$ cat src/hdl/adcsp_pkg.sv
// shared constants and types of the serial converter control block
package adcsp_pkg;
    // frame layout
    localparam int FRAME_BITS = 16;
    localparam int CTRL_LATCH_EDGE = 15;
    localparam int SHORT_LATCH_EDGE = 11;
    localparam int TRACK_RISE_EDGE = 14;
    localparam int RX_BITS = 15;
    localparam int CTRL_BITS = 12;
    localparam int SHORT_BITS = 8;
    localparam int RESULT_BITS = 13;
    localparam int CHAN_BITS = 3;
    // register select codes in the frame header
    localparam logic [1:0] SEL_CTRL = 2'h0;
    localparam logic [1:0] SEL_RANGE1 = 2'h1;
    localparam logic [1:0] SEL_RANGE2 = 2'h2;
    localparam logic [1:0] SEL_SEQ = 2'h3;
    // control register fields
    localparam int CTRL_CHAN_MSB = 11;
    localparam int CTRL_PM_HI_BIT = 5;
    localparam int CTRL_PM_LO_BIT = 4;
    localparam int CTRL_REF_BIT = 2;
    // reset values
    localparam logic [11:0] CTRL_RESET = 12'h000;
    localparam logic [7:0] RANGE_RESET = 8'h00;
    localparam logic [7:0] SEQ_RESET = 8'h00;
    // timing
    localparam int SYS_CLK_MHZ = 40;
    localparam int QUIET_NS = 50;
    localparam int QUIET_CYCLES = (QUIET_NS * SYS_CLK_MHZ + 999) / 1000;
    localparam int WAKE_NS = 1000;
    localparam int WAKE_CYCLES = (WAKE_NS * SYS_CLK_MHZ + 999) / 1000;
    localparam int REF_PWRUP_NS = 1000;
    localparam int REF_PWRUP_CYCLES = (REF_PWRUP_NS * SYS_CLK_MHZ + 999) / 1000;
    localparam int SCLK_HALF_CYCLES = 10;
    // host register map and command fields
    localparam logic [3:0] REG_CMD = 4'h0;
    localparam logic [3:0] REG_STATUS = 4'h4;
    localparam logic [3:0] REG_RESULT = 4'h8;
    localparam int CMD_DISCARD_BIT = 16;
    localparam int CMD_WAIT_BIT = 17;
    localparam logic [1:0] RESP_OKAY = 2'h0;
    localparam logic [1:0] RESP_SLVERR = 2'h2;
    localparam logic [1:0] RESP_DECERR = 2'h3;

    typedef enum logic [1:0] {PWR_NORMAL, PWR_FULL_SHUT, PWR_AUTO_SHUT, PWR_AUTO_STBY} adcsp_pwr_t;

    function automatic adcsp_pwr_t adcsp_decode_pm(input logic hi, input logic lo);
        adcsp_pwr_t m;
        unique case ({hi, lo})
            2'h0: m = PWR_NORMAL;
            2'h3: m = PWR_FULL_SHUT;
            2'h2: m = PWR_AUTO_SHUT;
            2'h1: m = PWR_AUTO_STBY;
        endcase
        return m;
    endfunction
endpackage

$ cat src/hdl/adcsp_if.sv
// serial link wires between the device end and the host controller
interface adcsp_if;
    logic csN;
    logic sclk;
    logic din;
    logic dout;
    logic doutOe;
    modport device (input csN, input sclk, input din, output dout, output doutOe);
    modport host (output csN, output sclk, output din, input dout, input doutOe);
endinterface

$ cat src/hdl/adcsp_host.sv
// host end: AXI4-Lite command registers and serial frame generator
module adcsp_host
    import adcsp_pkg::*;
#(
    parameter int SCLK_HALF = SCLK_HALF_CYCLES
) (
    input wire logic sys_clk,
    input wire logic reset_n,
    adcsp_if.host link,
    input wire logic [3:0] s_axi_awaddr,
    input wire logic s_axi_awvalid,
    output logic s_axi_awready,
    input wire logic [31:0] s_axi_wdata,
    input wire logic [3:0] s_axi_wstrb,
    input wire logic s_axi_wvalid,
    output logic s_axi_wready,
    output logic [1:0] s_axi_bresp,
    output logic s_axi_bvalid,
    input wire logic s_axi_bready,
    input wire logic [3:0] s_axi_araddr,
    input wire logic s_axi_arvalid,
    output logic s_axi_arready,
    output logic [31:0] s_axi_rdata,
    output logic [1:0] s_axi_rresp,
    output logic s_axi_rvalid,
    input wire logic s_axi_rready
);
    typedef enum logic [2:0] {H_IDLE, H_SETUP, H_LOW, H_HIGH, H_END, H_QUIET} adcsp_hstate_t;

    localparam logic [7:0] HALF_LOAD = 8'(SCLK_HALF - 1);
    localparam logic [7:0] QUIET_LOAD = 8'(QUIET_CYCLES);
    localparam logic [7:0] WAKE_LOAD = 8'(QUIET_CYCLES + WAKE_CYCLES);
    localparam logic [4:0] LAST_BIT = 5'(FRAME_BITS);

    adcsp_hstate_t state_q;
    logic [1:0] pinIn;
    logic [1:0] sync1_q;
    logic [1:0] sync2_q;
    logic [1:0] sync3_q;
    logic [1:0] filt_q;
    logic [7:0] halfCnt_q;
    logic tick;
    logic [7:0] waitCnt_q;
    logic [4:0] bitCnt_q;
    logic [15:0] txShift_q;
    logic [15:0] rxShift_q;
    logic [15:0] result_q;
    logic discard_q;
    logic longWait_q;
    logic resultReady_q;
    logic busy;
    logic csN_q;
    logic sclk_q;
    logic din_q;
    logic awHeld_q;
    logic wHeld_q;
    logic [3:0] awAddr_q;
    logic [31:0] wData_q;
    logic doWrite;
    logic cmdStart;
    logic quietDone;
    logic readResult;

    // three-stage synchronisers on the returned data and its enable
    assign pinIn = {link.doutOe, link.dout};
    for (genvar g = 0; g < 2; g++) begin : g_sync
        always_ff @(posedge sys_clk or negedge reset_n) begin
            if (!reset_n) begin
                sync1_q[g] <= 1'b0;
                sync2_q[g] <= 1'b0;
                sync3_q[g] <= 1'b0;
                filt_q[g] <= 1'b0;
            end else begin
                sync1_q[g] <= pinIn[g];
                sync2_q[g] <= sync1_q[g];
                sync3_q[g] <= sync2_q[g];
                if (sync2_q[g] == sync3_q[g]) begin
                    filt_q[g] <= sync3_q[g];
                end
            end
        end
    end

    assign busy = (state_q != H_IDLE);
    assign tick = (halfCnt_q == 8'h00);
    assign doWrite = awHeld_q && wHeld_q && !s_axi_bvalid;
    assign cmdStart = doWrite && (awAddr_q == REG_CMD) && !busy;
    assign quietDone = (state_q == H_QUIET) && (waitCnt_q == 8'h00);
    assign readResult = s_axi_arvalid && s_axi_arready && (s_axi_araddr == REG_RESULT);

    // half-period divider for the serial clock
    always_ff @(posedge sys_clk or negedge reset_n) begin
        if (!reset_n) begin
            halfCnt_q <= HALF_LOAD;
        end else if ((state_q == H_IDLE) || tick) begin
            halfCnt_q <= HALF_LOAD;
        end else begin
            halfCnt_q <= halfCnt_q - 8'h01;
        end
    end

    // frame sequencer: data changes on rising edges, device samples on falling ones
    always_ff @(posedge sys_clk or negedge reset_n) begin
        if (!reset_n) begin
            state_q <= H_IDLE;
            csN_q <= 1'b1;
            sclk_q <= 1'b1;
            din_q <= 1'b0;
            bitCnt_q <= 5'h00;
            txShift_q <= 16'h0000;
            rxShift_q <= 16'h0000;
            result_q <= 16'h0000;
            waitCnt_q <= 8'h00;
            discard_q <= 1'b0;
            longWait_q <= 1'b0;
        end else begin
            unique case (state_q)
                H_IDLE: begin
                    if (cmdStart) begin
                        csN_q <= 1'b0;
                        txShift_q <= wData_q[15:0];
                        din_q <= wData_q[15];
                        discard_q <= wData_q[CMD_DISCARD_BIT];
                        longWait_q <= wData_q[CMD_WAIT_BIT];
                        state_q <= H_SETUP;
                    end
                end
                H_SETUP: begin
                    if (tick) begin
                        rxShift_q <= {rxShift_q[14:0], filt_q[0] & filt_q[1]};
                        sclk_q <= 1'b0;
                        bitCnt_q <= 5'h01;
                        state_q <= H_LOW;
                    end
                end
                H_LOW: begin
                    if (tick) begin
                        sclk_q <= 1'b1;
                        if (bitCnt_q == LAST_BIT) begin
                            state_q <= H_END;
                        end else begin
                            txShift_q <= {txShift_q[14:0], 1'b0};
                            din_q <= txShift_q[14];
                            state_q <= H_HIGH;
                        end
                    end
                end
                H_HIGH: begin
                    if (tick) begin
                        rxShift_q <= {rxShift_q[14:0], filt_q[0] & filt_q[1]};
                        sclk_q <= 1'b0;
                        bitCnt_q <= bitCnt_q + 5'h01;
                        state_q <= H_LOW;
                    end
                end
                H_END: begin
                    if (tick) begin
                        csN_q <= 1'b1;
                        waitCnt_q <= longWait_q ? WAKE_LOAD : QUIET_LOAD;
                        state_q <= H_QUIET;
                    end
                end
                H_QUIET: begin
                    if (waitCnt_q == 8'h00) begin
                        if (!discard_q) begin
                            result_q <= rxShift_q;
                        end
                        state_q <= H_IDLE;
                    end else begin
                        waitCnt_q <= waitCnt_q - 8'h01;
                    end
                end
            endcase
        end
    end

    // result-ready flag, set wins over the clearing read
    always_ff @(posedge sys_clk or negedge reset_n) begin
        if (!reset_n) begin
            resultReady_q <= 1'b0;
        end else if (quietDone && !discard_q) begin
            resultReady_q <= 1'b1;
        end else if (readResult) begin
            resultReady_q <= 1'b0;
        end
    end

    // write channels, taken independently, answered once both are held
    always_ff @(posedge sys_clk or negedge reset_n) begin
        if (!reset_n) begin
            awHeld_q <= 1'b0;
            wHeld_q <= 1'b0;
            awAddr_q <= 4'h0;
            wData_q <= 32'h0000_0000;
            s_axi_awready <= 1'b1;
            s_axi_wready <= 1'b1;
            s_axi_bvalid <= 1'b0;
            s_axi_bresp <= RESP_OKAY;
        end else begin
            if (s_axi_awvalid && s_axi_awready) begin
                awAddr_q <= s_axi_awaddr;
                awHeld_q <= 1'b1;
                s_axi_awready <= 1'b0;
            end
            if (s_axi_wvalid && s_axi_wready) begin
                wData_q <= s_axi_wdata & {{8{s_axi_wstrb[3]}}, {8{s_axi_wstrb[2]}},
                                          {8{s_axi_wstrb[1]}}, {8{s_axi_wstrb[0]}}};
                wHeld_q <= 1'b1;
                s_axi_wready <= 1'b0;
            end
            if (doWrite) begin
                s_axi_bvalid <= 1'b1;
                if (awAddr_q == REG_CMD) begin
                    s_axi_bresp <= busy ? RESP_SLVERR : RESP_OKAY;
                end else if ((awAddr_q == REG_STATUS) || (awAddr_q == REG_RESULT)) begin
                    s_axi_bresp <= RESP_OKAY;
                end else begin
                    s_axi_bresp <= RESP_DECERR;
                end
            end
            if (s_axi_bvalid && s_axi_bready) begin
                s_axi_bvalid <= 1'b0;
                awHeld_q <= 1'b0;
                wHeld_q <= 1'b0;
                s_axi_awready <= 1'b1;
                s_axi_wready <= 1'b1;
            end
        end
    end

    // read channel
    always_ff @(posedge sys_clk or negedge reset_n) begin
        if (!reset_n) begin
            s_axi_arready <= 1'b1;
            s_axi_rvalid <= 1'b0;
            s_axi_rdata <= 32'h0000_0000;
            s_axi_rresp <= RESP_OKAY;
        end else if (s_axi_arvalid && s_axi_arready) begin
            s_axi_arready <= 1'b0;
            s_axi_rvalid <= 1'b1;
            s_axi_rresp <= RESP_OKAY;
            unique case (s_axi_araddr)
                REG_CMD: s_axi_rdata <= 32'h0000_0000;
                REG_STATUS: s_axi_rdata <= {30'h0000_0000, resultReady_q, busy};
                REG_RESULT: s_axi_rdata <= {16'h0000, result_q};
                default: begin
                    s_axi_rdata <= 32'h0000_0000;
                    s_axi_rresp <= RESP_DECERR;
                end
            endcase
        end else if (s_axi_rvalid && s_axi_rready) begin
            s_axi_rvalid <= 1'b0;
            s_axi_arready <= 1'b1;
        end
    end

    assign link.csN = csN_q;
    assign link.sclk = sclk_q;
    assign link.din = din_q;
endmodule

$ cat src/flat_wrapper.sv
// flat-port wrapper written by rule: the top's interface ports become plain ports
module adcsp_host_flat import adcsp_pkg::*;
#(
    parameter int SCLK_HALF = SCLK_HALF_CYCLES
)
  (sys_clk, reset_n, s_axi_awaddr, s_axi_awvalid, s_axi_awready, s_axi_wdata, s_axi_wstrb, s_axi_wvalid, s_axi_wready, s_axi_bresp, s_axi_bvalid, s_axi_bready, s_axi_araddr, s_axi_arvalid, s_axi_arready, s_axi_rdata, s_axi_rresp, s_axi_rvalid, s_axi_rready, link_csN, link_sclk, link_din, link_dout, link_doutOe);
  adcsp_if link_i ();
  input wire logic sys_clk;
  input wire logic reset_n;
  input wire logic [3:0] s_axi_awaddr;
  input wire logic s_axi_awvalid;
  output logic s_axi_awready;
  input wire logic [31:0] s_axi_wdata;
  input wire logic [3:0] s_axi_wstrb;
  input wire logic s_axi_wvalid;
  output logic s_axi_wready;
  output logic [1:0] s_axi_bresp;
  output logic s_axi_bvalid;
  input wire logic s_axi_bready;
  input wire logic [3:0] s_axi_araddr;
  input wire logic s_axi_arvalid;
  output logic s_axi_arready;
  output logic [31:0] s_axi_rdata;
  output logic [1:0] s_axi_rresp;
  output logic s_axi_rvalid;
  input wire logic s_axi_rready;
  output wire logic [$bits(link_i.csN)-1:0] link_csN;
  output wire logic [$bits(link_i.sclk)-1:0] link_sclk;
  output wire logic [$bits(link_i.din)-1:0] link_din;
  input wire logic [$bits(link_i.dout)-1:0] link_dout;
  input wire logic [$bits(link_i.doutOe)-1:0] link_doutOe;
  assign link_csN = link_i.csN;
  assign link_sclk = link_i.sclk;
  assign link_din = link_i.din;
  assign link_i.dout = link_dout;
  assign link_i.doutOe = link_doutOe;
  adcsp_host #(.SCLK_HALF(SCLK_HALF)) u_core (.sys_clk(sys_clk), .reset_n(reset_n), .link(link_i), .s_axi_awaddr(s_axi_awaddr), .s_axi_awvalid(s_axi_awvalid), .s_axi_awready(s_axi_awready), .s_axi_wdata(s_axi_wdata), .s_axi_wstrb(s_axi_wstrb), .s_axi_wvalid(s_axi_wvalid), .s_axi_wready(s_axi_wready), .s_axi_bresp(s_axi_bresp), .s_axi_bvalid(s_axi_bvalid), .s_axi_bready(s_axi_bready), .s_axi_araddr(s_axi_araddr), .s_axi_arvalid(s_axi_arvalid), .s_axi_arready(s_axi_arready), .s_axi_rdata(s_axi_rdata), .s_axi_rresp(s_axi_rresp), .s_axi_rvalid(s_axi_rvalid), .s_axi_rready(s_axi_rready));
endmodule
$ cat config.mk
export PLATFORM = sky130hd
export DESIGN_NAME = adcsp_host_flat
export DESIGN_NICKNAME = d
export VERILOG_FILES = /design/src/hdl/adcsp_pkg.sv /design/src/hdl/adcsp_if.sv /design/src/hdl/adcsp_host.sv /design/src/flat_wrapper.sv
export SDC_FILE = /design/constraint.sdc
export NUM_CORES = 1
export LEC_CHECK = 0
export BUFFER_PORTS_ARGS = -buffer_cell sky130_fd_sc_hd__buf_2
export CAP_MARGIN = 0
export CORE_ASPECT_RATIO = 1.2
export CORE_MARGIN = 1
export CORE_UTILIZATION = 56
export DETAILED_ROUTE_END_ITERATION = 8
export GPL_TIMING_DRIVEN = 0
export PLACE_DENSITY = 0.8
export SYNTH_ARGS = -nofsm -noshare
export SYNTH_HDL_FRONTEND = slang
export SYNTH_SLANG_ARGS = --single-unit
$ cat constraint.sdc
create_clock -name sys_clk -period 2.8 [get_ports sys_clk]
set_input_delay 0.14 -clock sys_clk [delete_from_list [all_inputs] [get_ports sys_clk]]
set_output_delay 0.14 -clock sys_clk [all_outputs]
set_load 0.1 [all_outputs]
## Word-level counts from Yosys, hierarchy flattened

Index checks and enable logic that the tools add are counted.

- Flip-flop bits (word level): 150
- Latch bits: 0
- Memory bits (writable): 0
- Bits in read-only memories: 0
- Input bits: 53
- Output and inout port bits: 44
- Word-level logic and storage cells: 153
- Memories kept: 0

- Add/subtract/negate cells: 3
- $mul: 0
- Div/mod/pow operators: 0
- $lt $le $gt $ge: 0
- Equality and inequality tests: 21
- Shifts and indexed selects: 0
- Mux-type cells: 49
- Bitwise operators: 3
- Reduce and logical (&&, ||, !) cells: 44

Operators with widths:

| kind | number |
|---|---|
| 15-bit two-way mux | 3 |
| 16-bit case mux with 2 select lines | 1 |
| 15-bit case mux with 2 select lines | 1 |
| 8-bit two-way mux | 3 |
| 1-bit two-way mux | 22 |
| 2-bit nonzero test | 10 |
| 18-bit AND | 1 |
| 3-bit two-way mux | 6 |
| 8-bit zero test | 2 |
| 8-bit case mux with 2 select lines | 1 |
| 8-bit by 1-bit subtractor with 8-bit output, second input constant | 2 |
| 3-bit case mux with 5 select lines | 1 |
| 3-bit AND reduction | 5 |
| 1-bit logical AND | 12 |
| 2-bit by 1-bit != test with 1-bit output, second input constant | 6 |
| 5-bit two-way mux | 2 |
| 5-bit case mux with 2 select lines | 1 |
| 4-bit by 3-bit == test with 1-bit output, second input constant | 2 |
| 4-bit == test, second input constant | 2 |
| 4-bit zero test | 2 |
| 2-bit two-way mux | 4 |
| 3-bit by 2-bit == test with 1-bit output, second input constant | 2 |
| 3-bit == test, second input constant | 2 |
| 6-bit two-way mux | 1 |
| other kinds (17) | 26 |

## Logic depth before layout (Yosys ltp)

Gate-level depths: netlist of the first run.

- Depth in word-level cells: 6
- Depth in mapped cells: 8
- Gate-level depth less buffers: 6

## Least setup slack after synthesis of the first run

No wires, ideal clock.

- Path type: reg2reg
- From: register u_core.s_axi_arready
- To: register u_core.resultReady_q
- Setup time: 0.134 ns
- Arrival time: 2.104 ns
- Required time: 2.666 ns
- Setup slack: 0.562 ns
- Stages on the path, launching flop included: 6
- Path buffers: 1
- Period minus slack after synthesis: 2.238 ns
- Cell sequence: dfstp_2 > nand2_1 > or3_1 > nor3b_2 > clkbuf_1 > o21ai_0

- Longest elaborated chain between the ends: 3

RTL lines:

| item | line | RTL |
|---|---|---|
| start: declaration | adcsp_host.sv:22 | `output logic s_axi_arready,` |
| start signal: assignment | adcsp_host.sv:234 | `s_axi_arready <= 1'b1;` |
| start signal: assignment | adcsp_host.sv:239 | `s_axi_arready <= 1'b0;` |
| start signal: assignment | adcsp_host.sv:253 | `s_axi_arready <= 1'b1;` |
| 1-bit logical AND (2 in series) | adcsp_host.sv:89 | `assign readResult = s_axi_arvalid && s_axi_arready && (s_axi_araddr == REG_RESULT);` |
| 2-bit nonzero test (no source line) | n/a |  |
| end signal: assignment | adcsp_host.sv:180 | `resultReady_q <= 1'b0;` |
| end signal: assignment | adcsp_host.sv:182 | `resultReady_q <= 1'b1;` |
| end signal: assignment | adcsp_host.sv:184 | `resultReady_q <= 1'b0;` |
| end: declaration | adcsp_host.sv:50 | `logic resultReady_q;` |

Every way passes these cells.
A chain may end at the register's enable or synchronous reset.

## Worst setup path in the final report of the first run

- From: register u_core.state_q[2]
- To: register u_core.txShift_q[1]

- Longest elaborated chain between the ends: 5
- Elaborated cells on any way between the ends: 11
- Classes of those cells: eq/ne (4); mux (1); reduce/logical (6)

RTL lines:

| item | line | RTL |
|---|---|---|
| start: declaration | adcsp_host.sv:35 | `adcsp_hstate_t state_q;` |
| start signal: assignment | adcsp_host.sv:105 | `state_q <= H_IDLE;` |
| start signal: assignment | adcsp_host.sv:125 | `state_q <= H_SETUP;` |
| start signal: assignment | adcsp_host.sv:133 | `state_q <= H_LOW;` |
| 3-bit nonzero test | adcsp_host.sv:84 | `assign busy = (state_q != H_IDLE);` |
| 1-bit zero test | adcsp_host.sv:87 | `assign cmdStart = doWrite && (awAddr_q == REG_CMD) && !busy;` |
| 1-bit logical AND | adcsp_host.sv:87 |  |
| 2-bit by 1-bit != test with 1-bit output (no source line) | n/a |  |
| 4-bit AND reduction (no source line) | n/a |  |
| end signal: assignment | adcsp_host.sv:121 | `txShift_q <= wData_q[15:0];` |
| end signal: assignment | adcsp_host.sv:142 | `txShift_q <= {txShift_q[14:0], 1'b0};` |
| end: declaration | adcsp_host.sv:45 | `logic [15:0] txShift_q;` |

Parallel ways exist; a longest one is shown, timed or not.

==> flow_summary.json, run 1 <==
{
  "async_flop_share_pct": 100,
  "ant_nets": 0,
  "port_buffers": 63,
  "grtUsageTotal_pct": 23.0,
  "antenna_found_initial": 0,
  "clk_pin_slew_ps": 60,
  "regToRegEndpoint": "u_core.txShift_q[1]",
  "rsz0062_at_grt": "no",
  "cts-root-buf": "clkbuf_16",
  "vias": 4051,
  "dieArea_sq_um": 10600,
  "end_kind": "register",
  "dp_cells": 703,
  "total_power_uw": 6450,
  "maxCapViolCount": 0,
  "drt-total-wl_mm": 11.0,
  "seq_area_frac_synth_pct": 58.6,
  "timing.setup.tns_ps": 0,
  "period_share_pct": 89.5,
  "critPathRequiredTime_ps": 3090,
  "grt_max_degree": 78,
  "row_count": 39,
  "path_class": "register to register",
  "crit_fanout": 10,
  "netlist_area_sq_um": 5690,
  "pre_cts_ws_ps": 220,
  "cp.arrival_ps": 2790,
  "drcViolationCount": 0,
  "fin_cells": 769,
  "syn_to_final_growth_pct": 26.3,
  "dpl.hpwl_mm": 7.17,
  "endpoint": "u_core.txShift_q[1]",
  "reg2reg_slack_ps": 290,
  "grt_pass1_vias": 4188,
  "routabilityCongestion": 0.775,
  "post_cts_buffers": 0,
  "syn_inst": 501,
  "layout-drive-gt1-share_pct": 28.9,
  "core_sq_um": 9710,
  "grt_first_pass_wirelength_mm": 18.8,
  "synth_top_family_by_area": "simple AND/OR/NAND/NOR gates",
  "fin_crit_ps": 2510,
  "yosysUniqueCellTypes": 51,
  "critPathLaunch": "u_core.state_q[2]",
  "grt-ovfl-total": 0,
  "clock_latency_ps": 410,
  "nets": 692,
  "avgSynthCellArea_sq_um": 11.4,
  "slew_violations": 0,
  "synth_edf_count": 0,
  "clock_path_buffers": 2,
  "leakage_uw": 0.00358,
  "timing.rr.start": "u_core.state_q[2]",
  "setup_slack_ps": 295,
  "wl_per_cell_um": 14.3,
  "finalHoldViolCount": 0,
  "fmax_mhz": 399,
  "start_util_pct": 58.6,
  "ys_ff_latch": 133,
  "diodes": 0,
  "p_per_area_nw_per_um2": 896,
  "met1_usage_pct": 26.9,
  "start_kind": "register",
  "hold_class": "input pin to register",
  "first_iter_violations": 158,
  "via_per_inst": 5.27,
  "synth-compound-area-share_pct": 8.50,
  "htreeDepth": 4,
  "yosys_warnings": 0,
  "met3_usage_pct": 6.37,
  "worst_pin_slew_ps": 827,
  "synth.mux.area_fraction_pct": 11.2,
  "cts_tree": "yes",
  "first_pass_iters": 4,
  "numCtsBuffers": 17,
  "busiest_layer": "met2",
  "use_met2_pct": 40.6,
  "status": "finished, final reports clean",
  "fin_util_pct": 74.1,
  "io_pins": 97,
  "finalSetupViolations": 0,
  "vdd_drop_max_mv": 0.491,
  "slew_headroom_pct": 44.1,
  "synth-xor-area-share_pct": 1.08,
  "synth_ff_type": "dfrtp_1",
  "die_x_um": 94.1,
  "reg2reg_depth": 6,
  "synthSimpleGateAreaFrac_pct": 13.9,
  "clkSinkCount": 133,
  "die_h_um": 112,
  "synthAdderAreaFrac_pct": 1.67,
  "finalClockSkew_ps": 5.94
}
cell usage in the layout (no fill, tap or decap), types with 3 or more instances in the layout:
| cell type | n |
|---|---|
| dfrtp_1 | 126 |
| nand2_1 | 103 |
| buf_2 | 65 |
| mux2_2 | 54 |
| dlygate4sd3_1 | 34 |
| o21ai_0 | 31 |
| nor2_1 | 18 |
| buf_4 | 17 |
| clkbuf_16 | 17 |
| conb_1 | 16 |
| a22o_1 | 14 |
| inv_1 | 13 |
| a21oi_1 | 13 |
| clkbuf_1 | 12 |
| nand3_1 | 12 |
| or3_1 | 7 |
| dfstp_2 | 7 |
| nor3_1 | 6 |
| ha_1 | 6 |
| clkinv_4 | 5 |
| xor2_1 | 4 |
| a221o_1 | 4 |
| clkbuf_8 | 3 |
| nor3b_1 | 3 |
| xnor2_1 | 3 |
| nor4b_1 | 3 |
| mux2i_1 | 3 |
| clkinvlp_4 | 3 |
cell type report:
class	instances	area [sq um]
Fill cell	671	2520
Timing Repair Buffer	98	689
Multi-Input combinational cell	333	2140
Clock inverter	14	154
Buffer	37	234
Sequential cell	133	3340
Tap cell	123	154
Clock buffer	18	439
Inverter	13	48.8
sequential cells by signal, summed over array words and instances (netlist names), 2 cells and up:
register            count
u_core.awAddr_q         4
u_core.bitCnt_q         5
u_core.filt_q           2
u_core.halfCnt_q        8
u_core.result_q        16
u_core.rxShift_q       16
u_core.s_axi_bresp      2
u_core.s_axi_rdata     16
u_core.state_q          3
u_core.sync1_q          2
u_core.sync2_q          2
u_core.sync3_q          2
u_core.txShift_q       15
u_core.wData_q         18
u_core.waitCnt_q        8
worst min path at each step:
stage	from	cells past startpoint	end	slack, ps
floorplan	reset_n	0	u_core.awAddr_q[0]	-160
global placement	link_doutOe	1	u_core.sync1_q[1]	250
detailed placement	reset_n	1	u_core.waitCnt_q[1]	140
CTS	s_axi_wdata[14]	3	u_core.wData_q[14]	0.2
global route	s_axi_araddr[0]	3	u_core.s_axi_rresp[0]	20
finish	s_axi_wdata[0]	3	u_core.wData_q[0]	20
synthesized netlist by cell type (4+ instances only):
| master | n | area (sq um) |
|---|---|---|
| mux2_2 | 54 | 608 |
| xor2_1 | 4 | 35.0 |
| nand3_1 | 12 | 60.1 |
| dfrtp_1 | 126 | 3150 |
| dfstp_2 | 7 | 184 |
| a22o_1 | 14 | 123 |
| ha_1 | 6 | 75.1 |
| or3_1 | 7 | 43.8 |
| a21oi_1 | 13 | 65.1 |
| nor2_1 | 18 | 67.6 |
| inv_1 | 13 | 48.8 |
| nor3_1 | 6 | 30.0 |
| clkbuf_1 | 12 | 45.0 |
| o21ai_0 | 31 | 155 |
| nand2_1 | 103 | 387 |
| buf_4 | 17 | 128 |
| a221o_1 | 4 | 40.0 |
power by group:
| part | switching (uW) | internal [uW] |
|---|---|---|
| Combinational | 1130 | 572 |
| Clock | 840 | 1340 |
| Sequential | 265 | 2300 |
| Total | 2230 | 4220 |
cell families after synthesis:
logic type / Yosys count
simple gates: 171
buf+inv: 50
fa+ha+maj: 8
compound gates: 74
other cells: 1
flops: 133
mux: 57
xor+xnor: 7
per-stage QoR:
step / hold WS, ps / area [sq um]
finish: 23.5 / 7190
global route: 18.3 / 7190
CTS: 0.182 / 7180
detailed placement: 139 / 6250
global placement: 250 / 6220
floorplan: -156 / 5750
critical path, stage by stage, from the launching register on:
cell,delay [ps]
dfrtp_1,370
clkbuf_8,160
nor3_1,660
nand3_1,350
o21ai_2,280
buf_6,210
mux2_2,350
metal layers:
metal / share of wire (%) / routed length, um
met1: 42 / 4570
met2: 54 / 5920
met3: 3.5 / 382
met4: 1.2 / 128
met5: 0 / 0
timing repair:
item                                   CTS  global route
setup endpoints to repair                0            10
endpoints found under the hold margin   82             1
gates resized for setup                  0             1
hold buffers                            33             1
(Power assumes the default switching activity.)
==> inputs of run 2 (changes only) <==
--- a/config.mk
+++ b/config.mk
@@ -9,10 +9,10 @@
 export CAP_MARGIN = 0
 export CORE_ASPECT_RATIO = 1.2
 export CORE_MARGIN = 1
-export CORE_UTILIZATION = 56
+export CORE_UTILIZATION = 55
 export DETAILED_ROUTE_END_ITERATION = 8
 export GPL_TIMING_DRIVEN = 0
-export PLACE_DENSITY = 0.8
+export PLACE_DENSITY = 0.78
 export SYNTH_ARGS = -nofsm -noshare
 export SYNTH_HDL_FRONTEND = slang
 export SYNTH_SLANG_ARGS = --single-unit
==> run 2 against run 1 <==
Wire length rose by 2.2%; sequential share of layout area barely moved; cell count rose by 0.26%; highest routed layer unchanged; sequential power barely moved; largest cell class unchanged; cell area barely moved.
==> flow_summary.json, run 2 (same netlist as run 1, synthesis figures left out) <==
{
  "grt_max_degree": 91,
  "io_pins": 97,
  "first_iter_violations": 210,
  "grtUsageTotal_pct": 23.5,
  "start_kind": "register",
  "regToRegEndpoint": "u_core.txShift_q[1]",
  "diodes": 0,
  "swShare_pct": 33.7,
  "leakage_uw": 0.00358,
  "vias": 4067,
  "finalSetupViolations": 0,
  "hold_depth": 3,
  "clk_pin_slew_ps": 60,
  "ant_nets": 0,
  "max_flop_register": "u_core.wData_q",
  "reg2reg_slack_ps": 200,
  "status": "finished, final reports clean",
  "cts-root-buf": "clkbuf_16",
  "hold_class": "input pin to register",
  "vdd_drop_max_mv": 0.514,
  "first_pass_iters": 4,
  "dp_cells": 706,
  "timing.rr.start": "u_core.halfCnt_q[4]",
  "cts_tree": "yes",
  "drt-met1-wl_mm": 4.65,
  "die_x_um": 94.9,
  "slew_violations": 0,
  "grt-ovfl-total": 0,
  "finalHoldViolCount": 0,
  "crit_fanout": 10,
  "routabilityCongestion": 0.815,
  "highest_layer": "met4",
  "wl_per_cell_um": 14.6,
  "rsz0062_at_grt": "no",
  "total_power_uw": 6520,
  "syn_to_final_growth_pct": 26.4,
  "comb_power_share_pct": 26.1,
  "finalClockSkew_ps": 7.78,
  "nets": 691,
  "cp.arrival_ps": 2900,
  "sequentialPowerShare_pct": 39.3,
  "maxCapViolCount": 0,
  "core_sq_um": 10100,
  "place_area_sq_um": 6260,
  "fmax_mhz": 384,
  "reg2reg_depth": 5,
  "timing.setup.tns_ps": 0,
  "path_class": "register to register",
  "layout_commonest_cell": "dfrtp_1",
  "period_share_pct": 92.9,
  "clock_path_buffers": 2,
  "via_per_inst": 5.27,
  "dieArea_sq_um": 10800,
  "clkSinkCount": 133,
  "numCtsBuffers": 17,
  "largest_reg_flops": 18,
  "die_h_um": 113,
  "fin_cells": 771,
  "htreeDepth": 4,
  "drcViolationCount": 0,
  "port_buffers": 63,
  "p_switching_uw": 2190,
  "wl_met3_um": 413,
  "critPathRequiredTime_ps": 3100,
  "row_count": 40,
  "design_area_sq_um": 7200,
  "slew_headroom_pct": 44.6,
  "start_util_pct": 56.6,
  "p_per_area_nw_per_um2": 905,
  "clock_latency_ps": 420,
  "wl_met2_mm": 6.00,
  "hold_path_end": "u_core.wData_q[16]",
  "drt-total-wl_mm": 11.3,
  "p_int_uw": 4320,
  "grt_pass1_vias": 4250,
  "clkPwrFrac_pct": 34.6,
  "hold_slack_ps": 8.85,
  "antenna_found_initial": 0,
  "layout-drive-gt1-share_pct": 28.5,
  "dpl.hpwl_mm": 7.33,
  "fin_crit_ps": 2600,
  "worst_pin_slew_ps": 824,
  "final_cell_mix": "dfrtp_1, nand2_1, buf_2",
  "post_cts_buffers": 0,
  "grt_first_pass_wirelength_mm": 19.3,
  "hp-start": "s_axi_wdata[16]",
  "end_kind": "register"
}
run 2: changes by cell type in the layout (fill, tap and decap cells not counted), sizes merged:
cell         delta
clkinv          -3
clkinvlp        +1
dlygate4sd3     -1
clkbuf          +3
bufinv          +1
inv             -2
run 2: power groups by stage:
stage	registers, uW	logic, uW	clock network (uW)
floorplan	2920	930	0
global placement	2560	1580	0
detailed placement	2590	1650	0
CTS	2560	1710	2280
global route	2610	1860	2370
finish	2560	1700	2250
run 2: area by class of cell:
type / instances / area [sq um]
clock inverters: 11 / 151
clock buffers: 21 / 460
plain buffers: 37 / 234
repair buffers: 97 / 679
inverters: 13 / 48.8
well taps: 126 / 158
multi-input cells: 333 / 2130
flip-flops and latches: 133 / 3340
fillers: 679 / 2860
run 2: how the worst max path moves through the flow:
stage | cells after the start | endpoint | startpoint
4_1_cts | 5 | u_core.txShift_q[1] | u_core.halfCnt_q[4]
3_5_place_dp | 5 | u_core.txShift_q[1] | u_core.halfCnt_q[4]
6_report | 5 | u_core.txShift_q[1] | u_core.halfCnt_q[4]
5_1_grt | 6 | u_core.txShift_q[5] | u_core.state_q[2]
2_1_floorplan | 5 | u_core.resultReady_q | u_core.s_axi_arready
3_3_place_gp | 1 | u_core.sync1_q[0] | reset_n
run 2: per-layer routing:
layer,track usage [%],vias to the layer above
met5,0,-
met4,8.28,0
met3,6.60,20
met2,41.8,95
met1,26.6,1985
li1,-,1967
run 2: worst max-delay path, stage by stage (launching register included):
cell,delay [ps]
dfrtp_1,430
nor4_1,740
nand3_1,320
o21ai_2,440
buf_6,220
mux2_2,340
run 2: metrics by stage:
stage	util, %	setup slack, ps
finish	71.6	197
global route	71.6	106
CTS	71.6	176
detailed placement	62.2	190
global placement	61.9	-75.0
floorplan	-	562
run 2: repair_timing:
action,in CTS,in global routing
hold endpoints to repair,73,0
setup endpoints to repair,0,0
gates resized for setup,0,0
hold buffers,33,0
==> inputs of run 3 (changes only) <==
--- a/config.mk
+++ b/config.mk
@@ -10,6 +10,7 @@
 export CORE_ASPECT_RATIO = 1.2
 export CORE_MARGIN = 1
 export CORE_UTILIZATION = 55
+export CTS_CLUSTER_SIZE = 14
 export DETAILED_ROUTE_END_ITERATION = 8
 export GPL_TIMING_DRIVEN = 0
 export PLACE_DENSITY = 0.78
==> constraint.sdc (replaced) <==
create_clock -name sys_clk -period 2.8 [get_ports sys_clk]
set_input_delay 0.42 -clock sys_clk [delete_from_list [all_inputs] [get_ports sys_clk]]
set_output_delay 0.42 -clock sys_clk [all_outputs]
set_load 0.1 [all_outputs]
==> run 3 against run 2 <==
Via count down 3.2%; flip-flop and latch count unchanged; largest cell class unchanged; first-iteration DRC count down 2.9%; sequential power about the same; highest routed layer unchanged; critical endpoint unchanged; core utilization down 3.2 points; cell count down 4.2%.
==> flow_summary.json, run 3 (same netlist as run 1, synthesis figures left out) <==
{
  "regToRegEndpoint": "u_core.txShift_q[1]",
  "crit_chain": "nor4_1, nand3_1, o21ai_2, buf_6, mux2_2",
  "cts-root-buf": "clkbuf_16",
  "endpoint": "u_core.txShift_q[1]",
  "routabilityCongestion": 0.815,
  "syn_to_final_growth_pct": 20.8,
  "grt-ovfl-total": 0,
  "start_util_pct": 56.6,
  "vias": 3935,
  "io_pins": 97,
  "dpl.hpwl_mm": 7.33,
  "dieArea_sq_um": 10800,
  "row_count": 40,
  "end_kind": "register",
  "fin_crit_ps": 2610,
  "clkSinkCount": 133,
  "largest_reg_flops": 18,
  "fmax_mhz": 383,
  "layout-drive-gt1-share_pct": 30.0,
  "clock_path_buffers": 2,
  "p_per_area_nw_per_um2": 938,
  "wl_per_cell_um": 14.3,
  "leakage_uw": 0.00344,
  "critPathLaunch": "u_core.halfCnt_q[4]",
  "hold_class": "input pin to register",
  "vdd_drop_max_mv": 0.497,
  "die_h_um": 113,
  "reg2reg_depth": 5,
  "period_share_pct": 93.2,
  "port_buffers": 63,
  "worst_pin_slew_ps": 823,
  "drt-total-wl_mm": 10.6,
  "clock_latency_ps": 420,
  "cts_tree": "yes",
  "diodes": 0,
  "crit_fanout": 10,
  "clk_pin_slew_ps": 60,
  "numCtsBuffers": 17,
  "timing.rr.start": "u_core.halfCnt_q[4]",
  "finalHoldViolCount": 0,
  "crit_path_top_delay_cell": "nor4_1",
  "die_x_um": 94.9,
  "first_iter_violations": 204,
  "slew_violations": 0,
  "grt_max_degree": 91,
  "hold_slack_ps": 106,
  "htreeDepth": 4,
  "hold_depth": 1,
  "drcViolationCount": 0,
  "reg2reg_slack_ps": 190,
  "ant_nets": 0,
  "grtUsageTotal_pct": 22.2,
  "max_flop_register": "u_core.wData_q",
  "cp.arrival_ps": 2900,
  "path_class": "register to register",
  "maxCapViolCount": 0,
  "via_per_inst": 5.32,
  "timing.setup.tns_ps": 0,
  "post_cts_buffers": 0,
  "slowest_delay_ps": 730,
  "core_sq_um": 10100,
  "grt_first_pass_wirelength_mm": 18.3,
  "layout_commonest_cell": "dfrtp_1",
  "first_pass_iters": 4,
  "finalClockSkew_ps": 20.7,
  "nets": 659,
  "slew_headroom_pct": 44.6,
  "antenna_found_initial": 0,
  "start_kind": "register",
  "grt_pass1_vias": 3985,
  "critPathRequiredTime_ps": 3090,
  "finalSetupViolations": 0,
  "rsz0062_at_grt": "no",
  "status": "finished, final reports clean",
  "final_cell_mix": "dfrtp_1, nand2_1, buf_2",
  "fin_util_pct": 68.4
}
run 3: cell count changes in the layout (fill, tap and decap cells not counted), sizes merged:
cell,before,now
dlygate4sd3,33,1
run 3: critical path: cells and delay by family, from the launching register on:
family | cells | cell delay [ps]
AND/OR/NAND/NOR | 2 | 1050
AO/OA/AOI/OAI | 1 | 440
flip-flops | 1 | 430
multiplexers | 1 | 340
buffers and inverters | 1 | 210
run 3: repair_timing:
item	4_1_cts	5_1_grt
hold endpoints to repair	40	0
hold buffers	1	0
gates resized for setup	0	0
run 3: routing by layer:
layer,wire [um],global-route usage (%),vias up
met5,0,0,-
met1,4450,25.8,1919
met4,156,8.28,0
li1,-,-,1902
met2,5530,38.5,98
met3,427,6.47,16
run 3: through the flow:
step / std cells / area [sq um] / worst slack, ps / total power (uW)
after CTS: 739 / 6880 / 176 / 6500
after detailed placement: 706 / 6260 / 190 / 4230
after floorplan: 516 / 5750 / 562 / 3850
after global routing: 739 / 6880 / 106 / 6770
final: 739 / 6880 / 189 / 6460
after global placement: 705 / 6220 / -355 / 4140
run 3: how the worst min path moves through the flow:
stage | start | end | slack (ps)
2_1_floorplan | reset_n | u_core.awAddr_q[0] | 120
3_3_place_gp | u_core.sync1_q[1] | u_core.sync2_q[1] | 340
3_5_place_dp | u_core.sync1_q[1] | u_core.sync2_q[1] | 340
4_1_cts | link_doutOe | u_core.sync1_q[1] | 100
5_1_grt | link_doutOe | u_core.sync1_q[1] | 100
6_report | link_doutOe | u_core.sync1_q[1] | 110
run 3: power breakdown:
| group | total [uW] | leakage [uW] | internal (uW) | switching, uW |
|---|---|---|---|---|
| Combinational | 1640 | 0.00140 | 528 | 1110 |
| Sequential | 2560 | 0.00176 | 2300 | 257 |
| Clock | 2250 | 0.000285 | 1450 | 805 |
| Total | 6460 | 0.00344 | 4280 | 2180 |
run 3: final cells by class:
class | instances | area [sq um]
flip-flops and latches | 133 | 3340
fillers | 739 | 3180
multi-input cells | 333 | 2130
clock buffers | 21 | 460
repair buffers | 65 | 359
plain buffers | 37 | 234
well taps | 126 | 158
clock inverters | 11 | 151
inverters | 13 | 48.8
